[config.mk]
export PLATFORM = sky130hd
export DESIGN_NAME = gpio_interrupt_config
export DESIGN_NICKNAME = d
export VERILOG_FILES = /design/src/include/gpio_cfg_pkg.sv /design/src/logic/gpio_interrupt_config.sv
export SDC_FILE = /design/constraint.sdc
export NUM_CORES = 1
export LEC_CHECK = 0
export ABC_AREA = 1
export BUFFER_PORTS_ARGS = -buffer_cell sky130_fd_sc_hd__buf_2
export CORE_ASPECT_RATIO = 0.75
export CORE_MARGIN = 10
export CORE_UTILIZATION = 45
export CTS_CLUSTER_DIAMETER = 40
export CTS_CLUSTER_SIZE = 8
export DETAILED_ROUTE_END_ITERATION = 16
export PLACE_DENSITY = 0.79
export SLEW_MARGIN = 20
export SYNTH_ARGS = -nofsm -noshare
export SYNTH_HDL_FRONTEND = slang
export SYNTH_SLANG_ARGS = --single-unit
[constraint.sdc]
create_clock -name clk_i -period 1.6 [get_ports clk_i]
set_input_delay 0 -clock clk_i [delete_from_list [all_inputs] [get_ports clk_i]]
set_output_delay 0 -clock clk_i [all_outputs]
set_load 0.03 [all_outputs]
[src/include/gpio_cfg_pkg.sv]
`default_nettype none

package gpio_cfg_pkg;

	// ****************************************
	// Bus geometry
	// ****************************************
	localparam int ADR_W   = 8;
	localparam int DATA_W  = 32;
	localparam int FIELD_W = 8;

	// ****************************************
	// Register byte offsets
	// ****************************************
	localparam logic [7:0] OFS_DIR_D   = 8'h28;
	localparam logic [7:0] OFS_INT_EN  = 8'h30;
	localparam logic [7:0] OFS_INT_MSK = 8'h34;
	localparam logic [7:0] OFS_INT_TYP = 8'h38;
	localparam logic [7:0] OFS_INT_POL = 8'h3c;
	localparam logic [7:0] OFS_MSK_STS = 8'h40;
	localparam logic [7:0] OFS_RAW_STS = 8'h44;
	localparam logic [7:0] OFS_DEBOUNC = 8'h48;
	localparam logic [7:0] OFS_EDGE_CL = 8'h4c;

	// ****************************************
	// Values after reset
	// ****************************************
	localparam logic [7:0] RST_FIELD = 8'h00;
	localparam logic [31:0] RST_WORD = 32'h00000000;

	// ****************************************
	// Field encodings
	// ****************************************
	localparam logic DIR_INPUT   = 1'b0;
	localparam logic TYPE_LEVEL  = 1'b0;
	localparam logic POL_LOW     = 1'b0;

endpackage : gpio_cfg_pkg

`default_nettype wire

[src/logic/gpio_interrupt_config.sv]
// Notes on behaviour
// RULE1 - Eight port D direction bits, 0 input, 1 output, reset to input.
// RULE2 - Enable bit makes the port A pin an interrupt source.
// RULE3 - No interrupt from a port A bit whose direction is output.
// RULE4 - Mask bit set blocks that pin from the interrupt controller.
// RULE5 - Type bit: 0 level-sensitive, 1 edge-sensitive detection.
// RULE6 - Polarity bit: 0 low level or falling edge, 1 high or rising.
// RULE7 - After reset: plain GPIO, unmasked, level-sensitive, active-low.
// RULE8 - Registers use bits 7:0 only; upper bits read zero, ignore writes.
// RULE9 - Raw interrupt condition before masking is readable per bit.
// RULE10 - Interrupt status after masking is readable per bit.
// RULE11 - Writing 1 clears a latched edge; all clear when not enabled.
// RULE12 - With debounce on, input accepted after two debounce clock periods.
`timescale 1ns/1ps
`default_nettype none

module gpio_interrupt_config #(
	parameter int W = 8
) (
	// Clock and reset
	input  wire logic                            clk_i,
	input  wire logic                            rst_i,
	// Wishbone slave
	input  wire logic                            cyc_i,
	input  wire logic                            stb_i,
	input  wire logic                            we_i,
	input  wire logic [gpio_cfg_pkg::ADR_W-1:0]  adr_i,
	input  wire logic [3:0]                      sel_i,
	input  wire logic [gpio_cfg_pkg::DATA_W-1:0] dat_i,
	output logic      [gpio_cfg_pkg::DATA_W-1:0] dat_o,
	output logic                                 ack_o,
	// Pins and neighbours
	input  wire logic [W-1:0]                    port_a_i,
	input  wire logic [W-1:0]                    port_a_dir_i,
	input  wire logic                            db_clk_i,
	output logic      [W-1:0]                    port_d_dir_o,
	output logic      [W-1:0]                    edge_clear_o,
	// Interrupt status
	output logic      [W-1:0]                    raw_status_o,
	output logic      [W-1:0]                    masked_status_o,
	output logic                                 irq_o
);

	// ****************************************
	// Parameter check
	// ****************************************
	// Only the low byte of each word is implemented
	if (W < 1 || W > gpio_cfg_pkg::FIELD_W) begin : g_bad_w
		$error("W must lie between 1 and 8");
	end

	// ****************************************
	// Helpers
	// ****************************************
	function automatic logic [31:0] pad(input logic [W-1:0] v);
		logic [31:0] r;
		r = gpio_cfg_pkg::RST_WORD;
		r[W-1:0] = v;
		return r;
	endfunction : pad

	function automatic logic hit(input logic [7:0] a, input logic [7:0] o);
		return a == o;
	endfunction : hit

	// ****************************************
	// Registers
	// ****************************************
	logic          ack_ff;
	logic [31:0]   dat_ff;
	logic [W-1:0]  dir_d_ff;
	logic [W-1:0]  inten_ff;
	logic [W-1:0]  mask_ff;
	logic [W-1:0]  type_ff;
	logic [W-1:0]  pol_ff;
	logic [W-1:0]  deb_ff;
	logic [W-1:0]  raw_ff;
	logic [W-1:0]  msk_sts_ff;
	logic          irq_ff;
	logic [W-1:0]  eclr_ff;
	logic          db_s1_ff;
	logic          db_s2_ff;
	logic          db_s3_ff;
	logic [W-1:0]  samp1_ff;
	logic [W-1:0]  samp2_ff;
	logic [W-1:0]  filt_ff;
	logic [W-1:0]  prev_ff;

	// ****************************************
	// Bus decode
	// ****************************************
	wire logic         req      = cyc_i & stb_i;
	wire logic         take     = req & ~ack_ff;
	// Writes land on the edge where the master sees ack
	wire logic         wr_stb   = req & we_i & ack_ff & sel_i[0];
	wire logic         wr_dir   = wr_stb & hit(adr_i, gpio_cfg_pkg::OFS_DIR_D);
	wire logic         wr_en    = wr_stb & hit(adr_i, gpio_cfg_pkg::OFS_INT_EN);
	wire logic         wr_msk   = wr_stb & hit(adr_i, gpio_cfg_pkg::OFS_INT_MSK);
	wire logic         wr_typ   = wr_stb & hit(adr_i, gpio_cfg_pkg::OFS_INT_TYP);
	wire logic         wr_pol   = wr_stb & hit(adr_i, gpio_cfg_pkg::OFS_INT_POL);
	wire logic         wr_deb   = wr_stb & hit(adr_i, gpio_cfg_pkg::OFS_DEBOUNC);
	wire logic         wr_clr   = wr_stb & hit(adr_i, gpio_cfg_pkg::OFS_EDGE_CL);
	wire logic [W-1:0] wval     = dat_i[W-1:0];

	// Unmapped offsets and write-only words read as zero
	wire logic [31:0]  rd_mux   =
		hit(adr_i, gpio_cfg_pkg::OFS_DIR_D)   ? pad(dir_d_ff)   : // [RULE8]
		hit(adr_i, gpio_cfg_pkg::OFS_INT_EN)  ? pad(inten_ff)   :
		hit(adr_i, gpio_cfg_pkg::OFS_INT_MSK) ? pad(mask_ff)    :
		hit(adr_i, gpio_cfg_pkg::OFS_INT_TYP) ? pad(type_ff)    :
		hit(adr_i, gpio_cfg_pkg::OFS_INT_POL) ? pad(pol_ff)     :
		hit(adr_i, gpio_cfg_pkg::OFS_MSK_STS) ? pad(msk_sts_ff) : // [RULE10]
		hit(adr_i, gpio_cfg_pkg::OFS_RAW_STS) ? pad(raw_ff)     : // [RULE9]
		hit(adr_i, gpio_cfg_pkg::OFS_DEBOUNC) ? pad(deb_ff)     :
		gpio_cfg_pkg::RST_WORD;

	// ****************************************
	// Wishbone handshake
	// ****************************************
	always_ff @(posedge clk_i) begin
		if (rst_i) begin
			ack_ff <= 1'b0;
			dat_ff <= gpio_cfg_pkg::RST_WORD;
		end else begin
			ack_ff <= take;
			if (take) begin
				dat_ff <= we_i ? gpio_cfg_pkg::RST_WORD : rd_mux;
			end
		end
	end

	// ****************************************
	// Configuration registers
	// ****************************************
	always_ff @(posedge clk_i) begin
		if (rst_i) begin
			dir_d_ff <= W'(gpio_cfg_pkg::RST_FIELD); // [RULE1] [RULE7]
			inten_ff <= W'(gpio_cfg_pkg::RST_FIELD); // [RULE7]
			mask_ff  <= W'(gpio_cfg_pkg::RST_FIELD); // [RULE7]
			type_ff  <= W'(gpio_cfg_pkg::RST_FIELD); // [RULE7]
			pol_ff   <= W'(gpio_cfg_pkg::RST_FIELD); // [RULE7]
			deb_ff   <= W'(gpio_cfg_pkg::RST_FIELD);
		end else begin
			if (wr_dir) dir_d_ff <= wval; // [RULE1]
			if (wr_en)  inten_ff <= wval; // [RULE2]
			if (wr_msk) mask_ff  <= wval; // [RULE4]
			if (wr_typ) type_ff  <= wval; // [RULE5]
			if (wr_pol) pol_ff   <= wval; // [RULE6]
			if (wr_deb) deb_ff   <= wval; // [RULE12]
		end
	end

	// ****************************************
	// Debounce
	// ****************************************
	// Debounce clock is slow; it is sampled, not used as a clock
	wire logic         db_tick = db_s2_ff & ~db_s3_ff;
	wire logic [W-1:0] agree   = ~(samp1_ff ^ samp2_ff);

	always_ff @(posedge clk_i) begin
		if (rst_i) begin
			db_s1_ff <= 1'b0;
			db_s2_ff <= 1'b0;
			db_s3_ff <= 1'b0;
			samp1_ff <= '0;
			samp2_ff <= '0;
			filt_ff  <= '0;
		end else begin
			db_s1_ff <= db_clk_i;
			db_s2_ff <= db_s1_ff;
			db_s3_ff <= db_s2_ff;
			if (db_tick) begin
				samp1_ff <= port_a_i;
				samp2_ff <= samp1_ff;
				filt_ff  <= (filt_ff & ~agree) | (samp1_ff & agree); // [RULE12]
			end
		end
	end

	// ****************************************
	// Interrupt detection
	// ****************************************
	wire logic [W-1:0] src   = (deb_ff & filt_ff) | (~deb_ff & port_a_i);
	// An output-direction bit can never raise a request
	wire logic [W-1:0] elig  = inten_ff & ~port_a_dir_i; // [RULE2] [RULE3]
	wire logic [W-1:0] act   = (pol_ff & src) | (~pol_ff & ~src); // [RULE6]
	wire logic [W-1:0] rise  = src & ~prev_ff;
	wire logic [W-1:0] fall  = ~src & prev_ff;
	wire logic [W-1:0] evt   = elig & type_ff &
		((pol_ff & rise) | (~pol_ff & fall)); // [RULE5] [RULE6]
	wire logic [W-1:0] clr   = wr_clr ? wval : '0; // [RULE11]
	// A new edge beats a clear in the same cycle
	wire logic [W-1:0] held  = evt | (raw_ff & ~clr); // [RULE11]
	wire logic [W-1:0] nxt_raw =
		elig & ((type_ff & held) | (~type_ff & act)); // [RULE5]
	wire logic [W-1:0] nxt_msk = nxt_raw & ~mask_ff; // [RULE4]

	always_ff @(posedge clk_i) begin
		if (rst_i) begin
			prev_ff    <= '0;
			raw_ff     <= '0;
			msk_sts_ff <= '0;
			irq_ff     <= 1'b0;
			eclr_ff    <= '0;
		end else begin
			prev_ff    <= src;
			raw_ff     <= nxt_raw; // [RULE9]
			msk_sts_ff <= nxt_msk; // [RULE10]
			irq_ff     <= |nxt_msk; // [RULE4]
			eclr_ff    <= clr;
		end
	end

	// ****************************************
	// Outputs
	// ****************************************
	assign dat_o           = dat_ff;
	assign ack_o           = ack_ff;
	assign port_d_dir_o    = dir_d_ff;
	assign edge_clear_o    = eclr_ff;
	assign raw_status_o    = raw_ff;
	assign masked_status_o = msk_sts_ff;
	assign irq_o           = irq_ff;
endmodule : gpio_interrupt_config

`default_nettype wire

==> out/results.txt, run 1 <==
The flow ran to the end, and the final reports show no timing, DRC or antenna violations. The tools report the final hold violation count as 0. Ranked by total cell area, the synthesized netlist is headed by dfxtp_1, nand2_1, nor2_1, a211oi_1, inv_1.

For the initial detailed-routing violation count, the log shows 505. The setup path with the least slack is of type reg2reg. Most common cell after layout, fill and taps aside: nand2_1. The first detailed-routing pass took 5 iterations. TritonCTS built the clock tree. Part of the cycle the worst path needs: 93.6%. For this design the ratio of total power to cell area is 1060 mW/mm2. The logs give 11000 um for the HPWL reported at the end of detailed placement and 1053 for the filler cell count. For the pin with the worst max-slew slack, the measured transition is 0.665 ns.

0 antenna diodes ended up in the layout. The first global-routing pass estimated 25100 um of wire. Row generation in the floorplan step produced 34 rows. 132 I/O pins were placed. The met3 track demand over resource was 5.69%; the die width was 147 um. Across the run, the number of max-cap violations was 0. The largest net degree at the start of global routing came out at 44.

For the number of slew-limit violations in the final report, the log shows 0. Leaving out fill and tap cells, the most frequent cells in the layout are nand2_1, dfxtp_1, nor2_1, inv_1, buf_2. The area growth from synthesis to layout is 24.1%. At the worst endpoint, the required time is 1.89 ns. For the total core area, the log shows 0.0117 mm2. The congestion estimate from routability-driven global placement came to 0.960. Summed over its instances, the top area cell type makes up 42.8% of the synthesized netlist area. For the worst setup path, the data arrival time is 1.79 ns.

dfxtp_1 takes more of the synthesized area than any other cell. The initial utilization of the core area, before any placement, comes to 46.6%. The run gives 5286 as the total via count after detailed routing. The average instance area after synthesis works out to 7.13 um2.

The DRC violation count after routing came out at 0. Measured along the y axis, the die boundary spans 115 um. The time the worst path needs with I/O delays and setup is 1.50 ns.

The tightest min-delay check is of the in2reg type. Input and output buffers added on the ports amount to 80. Clock skew on the completed layout was measured at 0.00538 ns. The average wire length per cell after detail routing was 14.5 um; the number of sinks driven by the clock tree was 117.

The tools report the number of global-route vias before repair as 5146. Along the worst path, the maximum fanout reaches 16. Sequential cells were found to cover 42.8% of the synthesized design area.

The later pin in the worst-skew pair is clocked with a latency of 0.41 ns. Maximum clock path buffer count: 2. The endpoint kind of the worst setup timing path is a register.

The buffer type at the clock tree root is clkbuf_16. The synthesized area was 0.00547 mm2; the setup slack of the critical path after layout was 0.102 ns. For this design the static power due to leakage is 2.96 nW.

Summed over all failing endpoints, the final setup total negative slack is 0 ns. The number of antenna violations at the first check in global routing was 0; the clock transition at the register clock pins on the worst setup and hold paths after CTS was 0.06 ns. Static timing analysis puts the maximum clock frequency at 668 MHz.

The synthesized netlist contains 30 unique library cells. For this run the aggregate overflow at the end of global routing stands at 0. The die covers 0.0170 mm2.

For met2 alone, demand over resource in global routing was 29.4%. Summed over all layers, the routed wires come to 15100 um. The number of clock buffers inserted by TritonCTS was 17; the post-CTS setup-driven buffer insertion count was 0. Final hold analysis gives a worst-case slack of 0.0101 ns. The post-synthesis cell count is 767. The H-tree was split into 4 levels. The tools report the met1 global-route usage as 22.3%. The tools report the warning count from the yosys run as 0.

Setup violations remaining at the end of the flow were counted as 0. Using the TritonRoute via totals, the vias-per-cell ratio works out to 5.08. The synthesis-stage register bit count works out to 117.

Startpoint class of the critical path: a register. Global routing used 17.9% of the available tracks across all layers. The highest-utilization routing layer at the global route stage was met2. Setup repair after global routing could not meet its margin everywhere. Cells with a size suffix above 1 make up 17.0% of the layout.

The worst pin sits at a relative slew slack of 55.6%. OpenSTA, run right after detailed placement, puts the worst setup slack at 0.124 ns. The worst-case IR drop observed on VDD is 802 uV. The run gives 0 as the number of antenna-violating nets in the routed design. The number of nets in the layout is 932.
-- cell usage after synthesis, drive strengths merged --
cell    count
a21boi      2
buf        36
inv        81
nand3      53
conb        1
o21ai      21
dfxtp     117
nand4      13
nor2      122
nor3        1
or2         3
a21oi      50
clkbuf     22
a211oi     47
clkinv      1
nand3b      7
nor3b       8
nand2     182
-- worst max-delay path, cell delays in order, from the launching register on --
cell and delay, ns:
dfxtp_2 0.33, nand3_1 0.07, nor2_2 0.13, buf_12 0.18, buf_4 0.20, nand2_1 0.23, nand2_1 0.15, a21oi_1 0.08
-- registers in the layout, summed over array words and instances, names as in the netlist, 8 cells and up, named ones only --
| name | count |
|---|---|
| prev_ff | 8 |
| inten_ff | 8 |
| type_ff | 8 |
| samp1_ff | 8 |
| raw_status_o | 8 |
| port_d_dir_o | 8 |
| deb_ff | 8 |
| samp2_ff | 8 |
| edge_clear_o | 8 |
| mask_ff | 8 |
| dat_o | 8 |
| masked_status_o | 8 |
| pol_ff | 8 |
-- metal layers --
layer  wire length (um)  vias up
li1                   -     2640
met4                134        0
met5                  0        -
met1               6830     2453
met2               6990      176
met3               1150       17
-- timing repair --
item / 4_1_cts / 5_1_grt
setup endpoints to repair: 0 / 7
resized for setup: 0 / 7
hold buffers: 21 / 1
hold endpoints to repair: 73 / 1
-- final timing paths --
path	slack [ns]	startpoint	cells past startpoint	to
worst max-delay path	0.10	ack_o	7	port_d_dir_o[4]
worst min-delay path	0.01	port_a_dir_i[1]	5	raw_status_o[1]
worst max register to register	0.10	ack_o	7	port_d_dir_o[4]
worst min register to register	0.40	db_s1_ff	2	db_s2_ff
-- through the flow --
step	std cells	area (um2)	utilization, %	total power, mW
3_3_place_gp	987	5950	50.7	3.37
3_5_place_dp	987	5950	50.7	3.37
4_1_cts	1040	6760	57.6	7.25
6_report	1041	6790	57.8	7.22
2_1_floorplan	790	5560	-	3.30
5_1_grt	1041	6790	57.8	7.44
-- power by group --
| group | switching, mW | internal (mW) |
|---|---|---|
| combinational | 0.279 | 0.129 |
| sequential | 0.0102 | 2.94 |
| clock | 1.31 | 2.55 |
-- layout make-up --
type	instances	area, um2	share of cell area [%]
repair buffers	115	758	11.2
clock buffers	22	474	6.98
multi-input cells	533	2570	37.9
inverters	82	309	4.55
clock inverters	10	128	1.88
well taps	162	203	2.99
flip-flops and latches	117	2340	34.5
-- kinds of logic after synthesis --
group,after synthesis,share of synthesized area [%]
and+or+nand+nor,389,31.9
DFF,117,42.8
buffers and inverters,140,12.0
other,1,0.0686
AOI/OAI and AO/OA,120,13.2
Power figures use the tool's default switching activity.
==> inputs of run 2 (changes only) <==
--- a/config.mk
+++ b/config.mk
@@ -13,7 +13,7 @@
 export CTS_CLUSTER_DIAMETER = 40
 export CTS_CLUSTER_SIZE = 8
 export DETAILED_ROUTE_END_ITERATION = 16
-export PLACE_DENSITY = 0.79
+export PLACE_DENSITY = 0.81
 export SLEW_MARGIN = 20
 export SYNTH_ARGS = -nofsm -noshare
 export SYNTH_HDL_FRONTEND = slang
==> constraint.sdc (replaced) <==
create_clock -name clk_i -period 1.6 [get_ports clk_i]
set_input_delay 0.08 -clock clk_i [delete_from_list [all_inputs] [get_ports clk_i]]
set_output_delay 0.08 -clock clk_i [all_outputs]
set_load 0.03 [all_outputs]
==> out/results.txt, run 2 (synthesized netlist as in run 1, its figures left out) <==
The flow ran to the end, and the final reports show no timing, DRC or antenna violations. Setup slack closes at 0.0858 ns. The largest net degree at the start of global routing is 118, and the die width is 147 um.

Once placement finished, the instance area stood at 0.00596 mm2. For this design the ratio of total power to cell area is 1040 mW/mm2. Placed cell count: 988. The via-per-instance ratio is 5.15, and the number of global-route vias before repair is 5109. The tools report the buffer type at the clock tree root as clkbuf_16. Of the cells placed in the final design, the portion with a size suffix greater than 1 is 18.8%. The tools report the final non-filler cell total as 1035. The total iterations of the first detailed-routing run was 5; the site row count was 34. The total via count after detailed routing is 5328. The layout has 1070 filler cells. The maximum clock path buffer count is 2, and the final routed wirelength across all metal layers is 15100 um. Measured against its own limit, the worst slew margin works out to 58.0%. Detailed placement ended at an HPWL of 10800 um. The die is 115 um tall. The multi-input combinational cells in the finished layout cover a total of 0.00259 mm2. The total global routing track utilization is 17.9%. Static timing analysis puts the maximum clock frequency at 660 MHz. The critical path is of the reg2reg type.

The global-route wire length before repair was 25000 um; the number of slew-limit violations in the final report was 0. Leaving out fill and tap cells, the most frequent cell in the layout is nand2_1. For the clock network latency to the later pin of the worst-skew pair, the log shows 0.42 ns.

The count of buffers added on input and output ports is 80. The worst path in the final design needs a cycle of 1.51 ns, including I/O delays and setup. The tool flagged a number of max-cap violations equal to 0. The floorplan step defined a die boundary enclosing 0.0170 mm2. Data on the critical path arrives at its endpoint at 1.79 ns.

The number of antenna violations at the first check in global routing is 0, and the required time of the critical path is 1.87 ns. The worst hold path passes through 2 cells. The hold slack is 0.0131 ns. CTS built an H-tree with a depth of 4. For this configuration, the core starts out at a cell density of 46.6%. Setup repair after global routing could not meet its margin everywhere. The number of antenna-violating nets in the routed design came out at 0. Compared with the post-synthesis result, the final layout area differs by 22.7%. TritonCTS built the clock tree. The run gives 0 as the sum of overflow across all layers after global routing. The maximum clock skew at final layout came out at 0.00750 ns.

The worst setup path is launched from a register. At the end of routability-driven placement, the weighted congestion stood at 0.920. Number of top-level pins: 132. VDD sags by at most 772 uV. In the final routed layout, each cell accounts on average for 14.6 um. Final hold violation count: 0. The min-delay analysis places its worst path in the category in2reg.

The tools report the number of sinks driven by the clock tree as 117. After detailed routing, the number of remaining DRC violations is 0. The number of nets in the layout was 928; the sequential standard cell area was 0.00235 mm2. The total of endpoints with negative setup slack in the final report was 0; the leakage power figure was 2.91 nW. The run gives 0.00671 mm2 as the post-route cell area. Buffers inserted during clock tree synthesis total 17. Power comes to 6.99 mW. The total core area was 0.0117 mm2; the clock transition at the register clock pins on the worst setup and hold paths after CTS was 0.05 ns. The initial detailed-routing violation count is 503. At the pin with the least slew margin, the transition time is 0.630 ns. Of the available clock period, the critical path in the final layout requires 94.6%.

The depth of the worst register-to-register path came out at 8. In the layout the commonest cells are nand2_1, dfxtp_1, nor2_1, inv_1, buf_2. The worst setup slack after placement was 0.0896 ns. The highest net fanout along the worst path is 16, and the total inserted antenna cells is 0.

STA classifies the critical path endpoint as a register.
-- run 2: power by group --
part           leakage (nW)  internal, mW  switching (mW)
clock network         0.273          2.34            1.32
logic                  1.69         0.108           0.274
registers             0.947          2.94          0.0107
-- run 2: metal layers --
metal,share of wire [%],global-route usage (%),up-vias
li1,-,-,2633
met1,43,23.2,2443
met2,46,28.7,222
met3,8.8,4.71,30
met4,1.6,5.93,0
met5,0,0,-
-- run 2: final cells by class --
class                      count  share of cell area [%]
clock buffer                  20                    6.80
clock inverter                10                    1.60
inverter                      82                    4.60
multi-input combinational    533                    38.6
sequential                   117                    35.0
tap                          162                    3.02
timing repair buffer         111                    10.4
-- run 2: repair_timing --
action / 4_1_cts / 5_1_grt
setup buffers: 0 / 7
hold endpoints to repair: 10 / 0
gates resized for setup: 0 / 14
hold buffers: 10 / 0
endpoints found under the setup margin: 0 / 2
-- run 2: per-stage QoR --
stage          setup TNS [ns]  utilization (%)
2_1_floorplan               0                -
3_3_place_gp                0             50.8
3_5_place_dp                0             50.8
4_1_cts                     0             56.4
5_1_grt               -0.0467             57.2
6_report                    0             57.2
-- run 2: path summary, 6_finish.rpt --
kind	start	to	slack [ns]
setup / recovery	ack_o	mask_ff[3]	0.09
hold / removal	dat_i[1]	edge_clear_o[1]	0.01
setup reg to reg	ack_o	mask_ff[3]	0.09
hold reg to reg	db_s1_ff	db_s2_ff	0.40
-- run 2: critical path, stage by stage, from the launching register on --
cell	delay, ns
dfxtp_2	0.33
nand3_1	0.07
nor2_2	0.18
buf_12	0.16
buf_4	0.18
buf_4	0.14
nand2_4	0.12
nor2_1	0.14
a211oi_1	0.05
==> inputs of run 3 (changes only) <==
--- a/config.mk
+++ b/config.mk
@@ -9,11 +9,12 @@
 export BUFFER_PORTS_ARGS = -buffer_cell sky130_fd_sc_hd__buf_2
 export CORE_ASPECT_RATIO = 0.75
 export CORE_MARGIN = 10
-export CORE_UTILIZATION = 45
+export CORE_UTILIZATION = 30
 export CTS_CLUSTER_DIAMETER = 40
 export CTS_CLUSTER_SIZE = 8
 export DETAILED_ROUTE_END_ITERATION = 16
-export PLACE_DENSITY = 0.81
+export GPL_TIMING_DRIVEN = 0
+export PLACE_DENSITY = 0.62
 export SLEW_MARGIN = 20
 export SYNTH_ARGS = -nofsm -noshare
 export SYNTH_HDL_FRONTEND = slang
==> out/results.txt, run 3 (synthesized netlist as in run 1, its figures left out) <==
The flow ran to the end, and the final reports show no timing, DRC or antenna violations. The number of clock buffers inserted by TritonCTS was 17; the total global routing track utilization was 14.7%. The number of levels the H-tree was split into is 4. The largest net degree at the start of global routing was 17.

Measured against its own limit, the worst slew margin works out to 50.0%. Dividing the detail-routed via count by the number of cells gives 4.66. 132 I/O pins were placed.

The tree built by TritonCTS fans out to 117 sinks. Input and output buffers added on the ports amount to 71. The setup path with the least slack is of type reg2reg. The ratio of total power to cell area is 995 mW/mm2, and the number of nets in the layout is 957. The overall die height was 137 um. The setup TNS was 0 ns. Setup violations remaining at the end of the flow were counted as 0. Max-cap violations in this run came to 0.

The tools report the total length of routed met3 wires as 1790 um. The filler cells instantiated in the layout total 1917. The min-delay analysis places its worst path in the category in2reg. The number of slew-limit violations in the final report is 0, and the global-route wire length before repair is 27600 um.

Die area: 0.0241 mm2. The library cells used most frequently in the layout, excluding fill and tap cells, are nand2_1, dfxtp_1, nor2_1, inv_1, buf_2. After the first detailed-routing iteration, the DRC count stood at 547. The tools report the number of global-route vias before repair as 5053. The run gives 1.87 ns as the required time of the critical path. Of the cells placed in the final design, the portion with a size suffix greater than 1 is 19.3%.

The wire length the detailed router placed on met1 is 8520 um. The logs give 0 for the sum of overflow across all layers after global routing and 0 for the total inserted antenna cells. The time the worst path needs with I/O delays and setup was 1.55 ns; the die width was 176 um. The tools report the maximum clock skew at final layout as 0.00753 ns. The arrival time at the worst endpoint came out at 1.82 ns. In this run the core area contains 42 standard-cell rows. After clock tree synthesis, the clock-pin slew on the worst setup and hold paths is 0.05 ns. The tools report the DRC violation count after routing as 0. The slew of the pin with the lowest slew margin was 0.749 ns.

Highest metal layer with signal wires: met4. TritonCTS built the clock tree. The initial utilization of the core area, before any placement, comes to 30.8%.

The final layout contains routed wiring with a total length of 17800 um. Setup repair after global routing could not meet its margin everywhere. The part of the cycle the worst path needs was 97.1%; the highest net fanout along the worst path was 5.

For the number of antenna violations at the first check in global routing, the log shows 0. The average wire length per cell after detail routing is 15.5 um. The logs give 13800 um for the HPWL reported at the end of detailed placement and 5 for the total iterations of the first detailed-routing run.

The most common cell after layout, fill and taps aside was nand2_1. Summing all flip-flop and latch instances after layout gives 0.00234 mm2. The area added between synthesis and finish works out to 27.7%.

The tree is rooted in a clkbuf_16. The logs give 7330 um for the met2 wire length and 0 for the final hold violation count. The total core area is 0.0178 mm2, and the largest vdd supply drop is 627 uV. Once detail routing completed, the nets flagged for antenna violations numbered 0.

The endpoint kind of the worst setup timing path is a register. At the end of routability-driven placement, the weighted congestion stood at 0.919. Based on the critical path, the design can be clocked at up to 643 MHz. The startpoint class of the critical path was a register. For the leakage power figure, the log shows 2.97 nW.

The combined area of the multi-input logic cells is 0.00264 mm2, and the total via count after detailed routing is 5331. In this run the deepest clock path goes through 2 buffers. Overall power consumption after layout is estimated at 6.95 mW. The clock network latency to the later pin of the worst-skew pair is 0.42 ns.
-- run 3: cell types whose count changed in the layout (fill, tap and decap cells not counted), moves of 3 or more --
cell        previous run  this run
buf_2                 79        72
buf_4                 19        29
buf_6                  0         5
clkbuf_1               1        25
clkinvlp_4             3         0
nand2_2                5         8
nand3_1               49        44
nand3_2                4         8
nor2_2                 5         1
nor2_4                 6         9
-- run 3: worst max-delay path, stage by stage (launching register included) --
cell	delay, ns
dfxtp_2	0.33
nand3_2	0.08
nor2_4	0.21
buf_12	0.16
nand3_1	0.09
nand2_1	0.08
nand2_1	0.06
nand3_1	0.11
nand2_2	0.10
nor2_1	0.11
a21oi_1	0.07
-- run 3: per-stage QoR --
| stage | cell area [um2] | cells | setup WS [ns] | util (%) | hold WS [ns] |
|---|---|---|---|---|---|
| floorplan | 5560 | 790 | 0.120 | - | 0.187 |
| global placement | 6220 | 1103 | -0.315 | 35.0 | 0.285 |
| detailed placement | 6220 | 1103 | -0.295 | 35.0 | 0.289 |
| CTS | 6950 | 1143 | 0.0130 | 39.1 | 0.00335 |
| global route | 6980 | 1144 | -0.0393 | 39.3 | 0.0385 |
| finish | 6980 | 1144 | 0.0459 | 39.3 | 0.0269 |
-- run 3: per-layer routing --
layer	global-route usage [%]	up-vias
met5	0	-
met4	4.51	0
met3	4.71	15
met2	20.7	192
met1	20.8	2430
li1	-	2694
-- run 3: layout make-up --
cell class / instances / share of cell area [%]
clock inverter: 5 / 0.717
sequential: 117 / 33.6
buffer: 55 / 5.00
clock buffer: 25 / 6.95
timing repair buffer: 85 / 7.20
tap: 242 / 4.34
inverter: 82 / 4.42
multi-input combinational: 533 / 37.8
-- run 3: power by group --
group	internal, mW	switching, mW
clock	2.23	1.32
combinational	0.140	0.309
sequential	2.94	0.0113
-- run 3: timing repair --
item,CTS,global route
hold buffers,9,0
gates cloned,1,0
pin swaps,1,6
resized for setup,18,12
endpoints found under the hold margin,9,0
buffers inserted,2,3
endpoints found under the setup margin,75,32
-- run 3: final timing paths --
kind | start | to | slack, ns | cells after the start
worst max register to register | ack_o | irq_o | 0.05 | 10
worst min-delay path | port_a_dir_i[3] | raw_status_o[3] | 0.03 | 6
worst max-delay path | ack_o | irq_o | 0.05 | 10
worst min register to register | db_s1_ff | db_s2_ff | 0.41 | 2
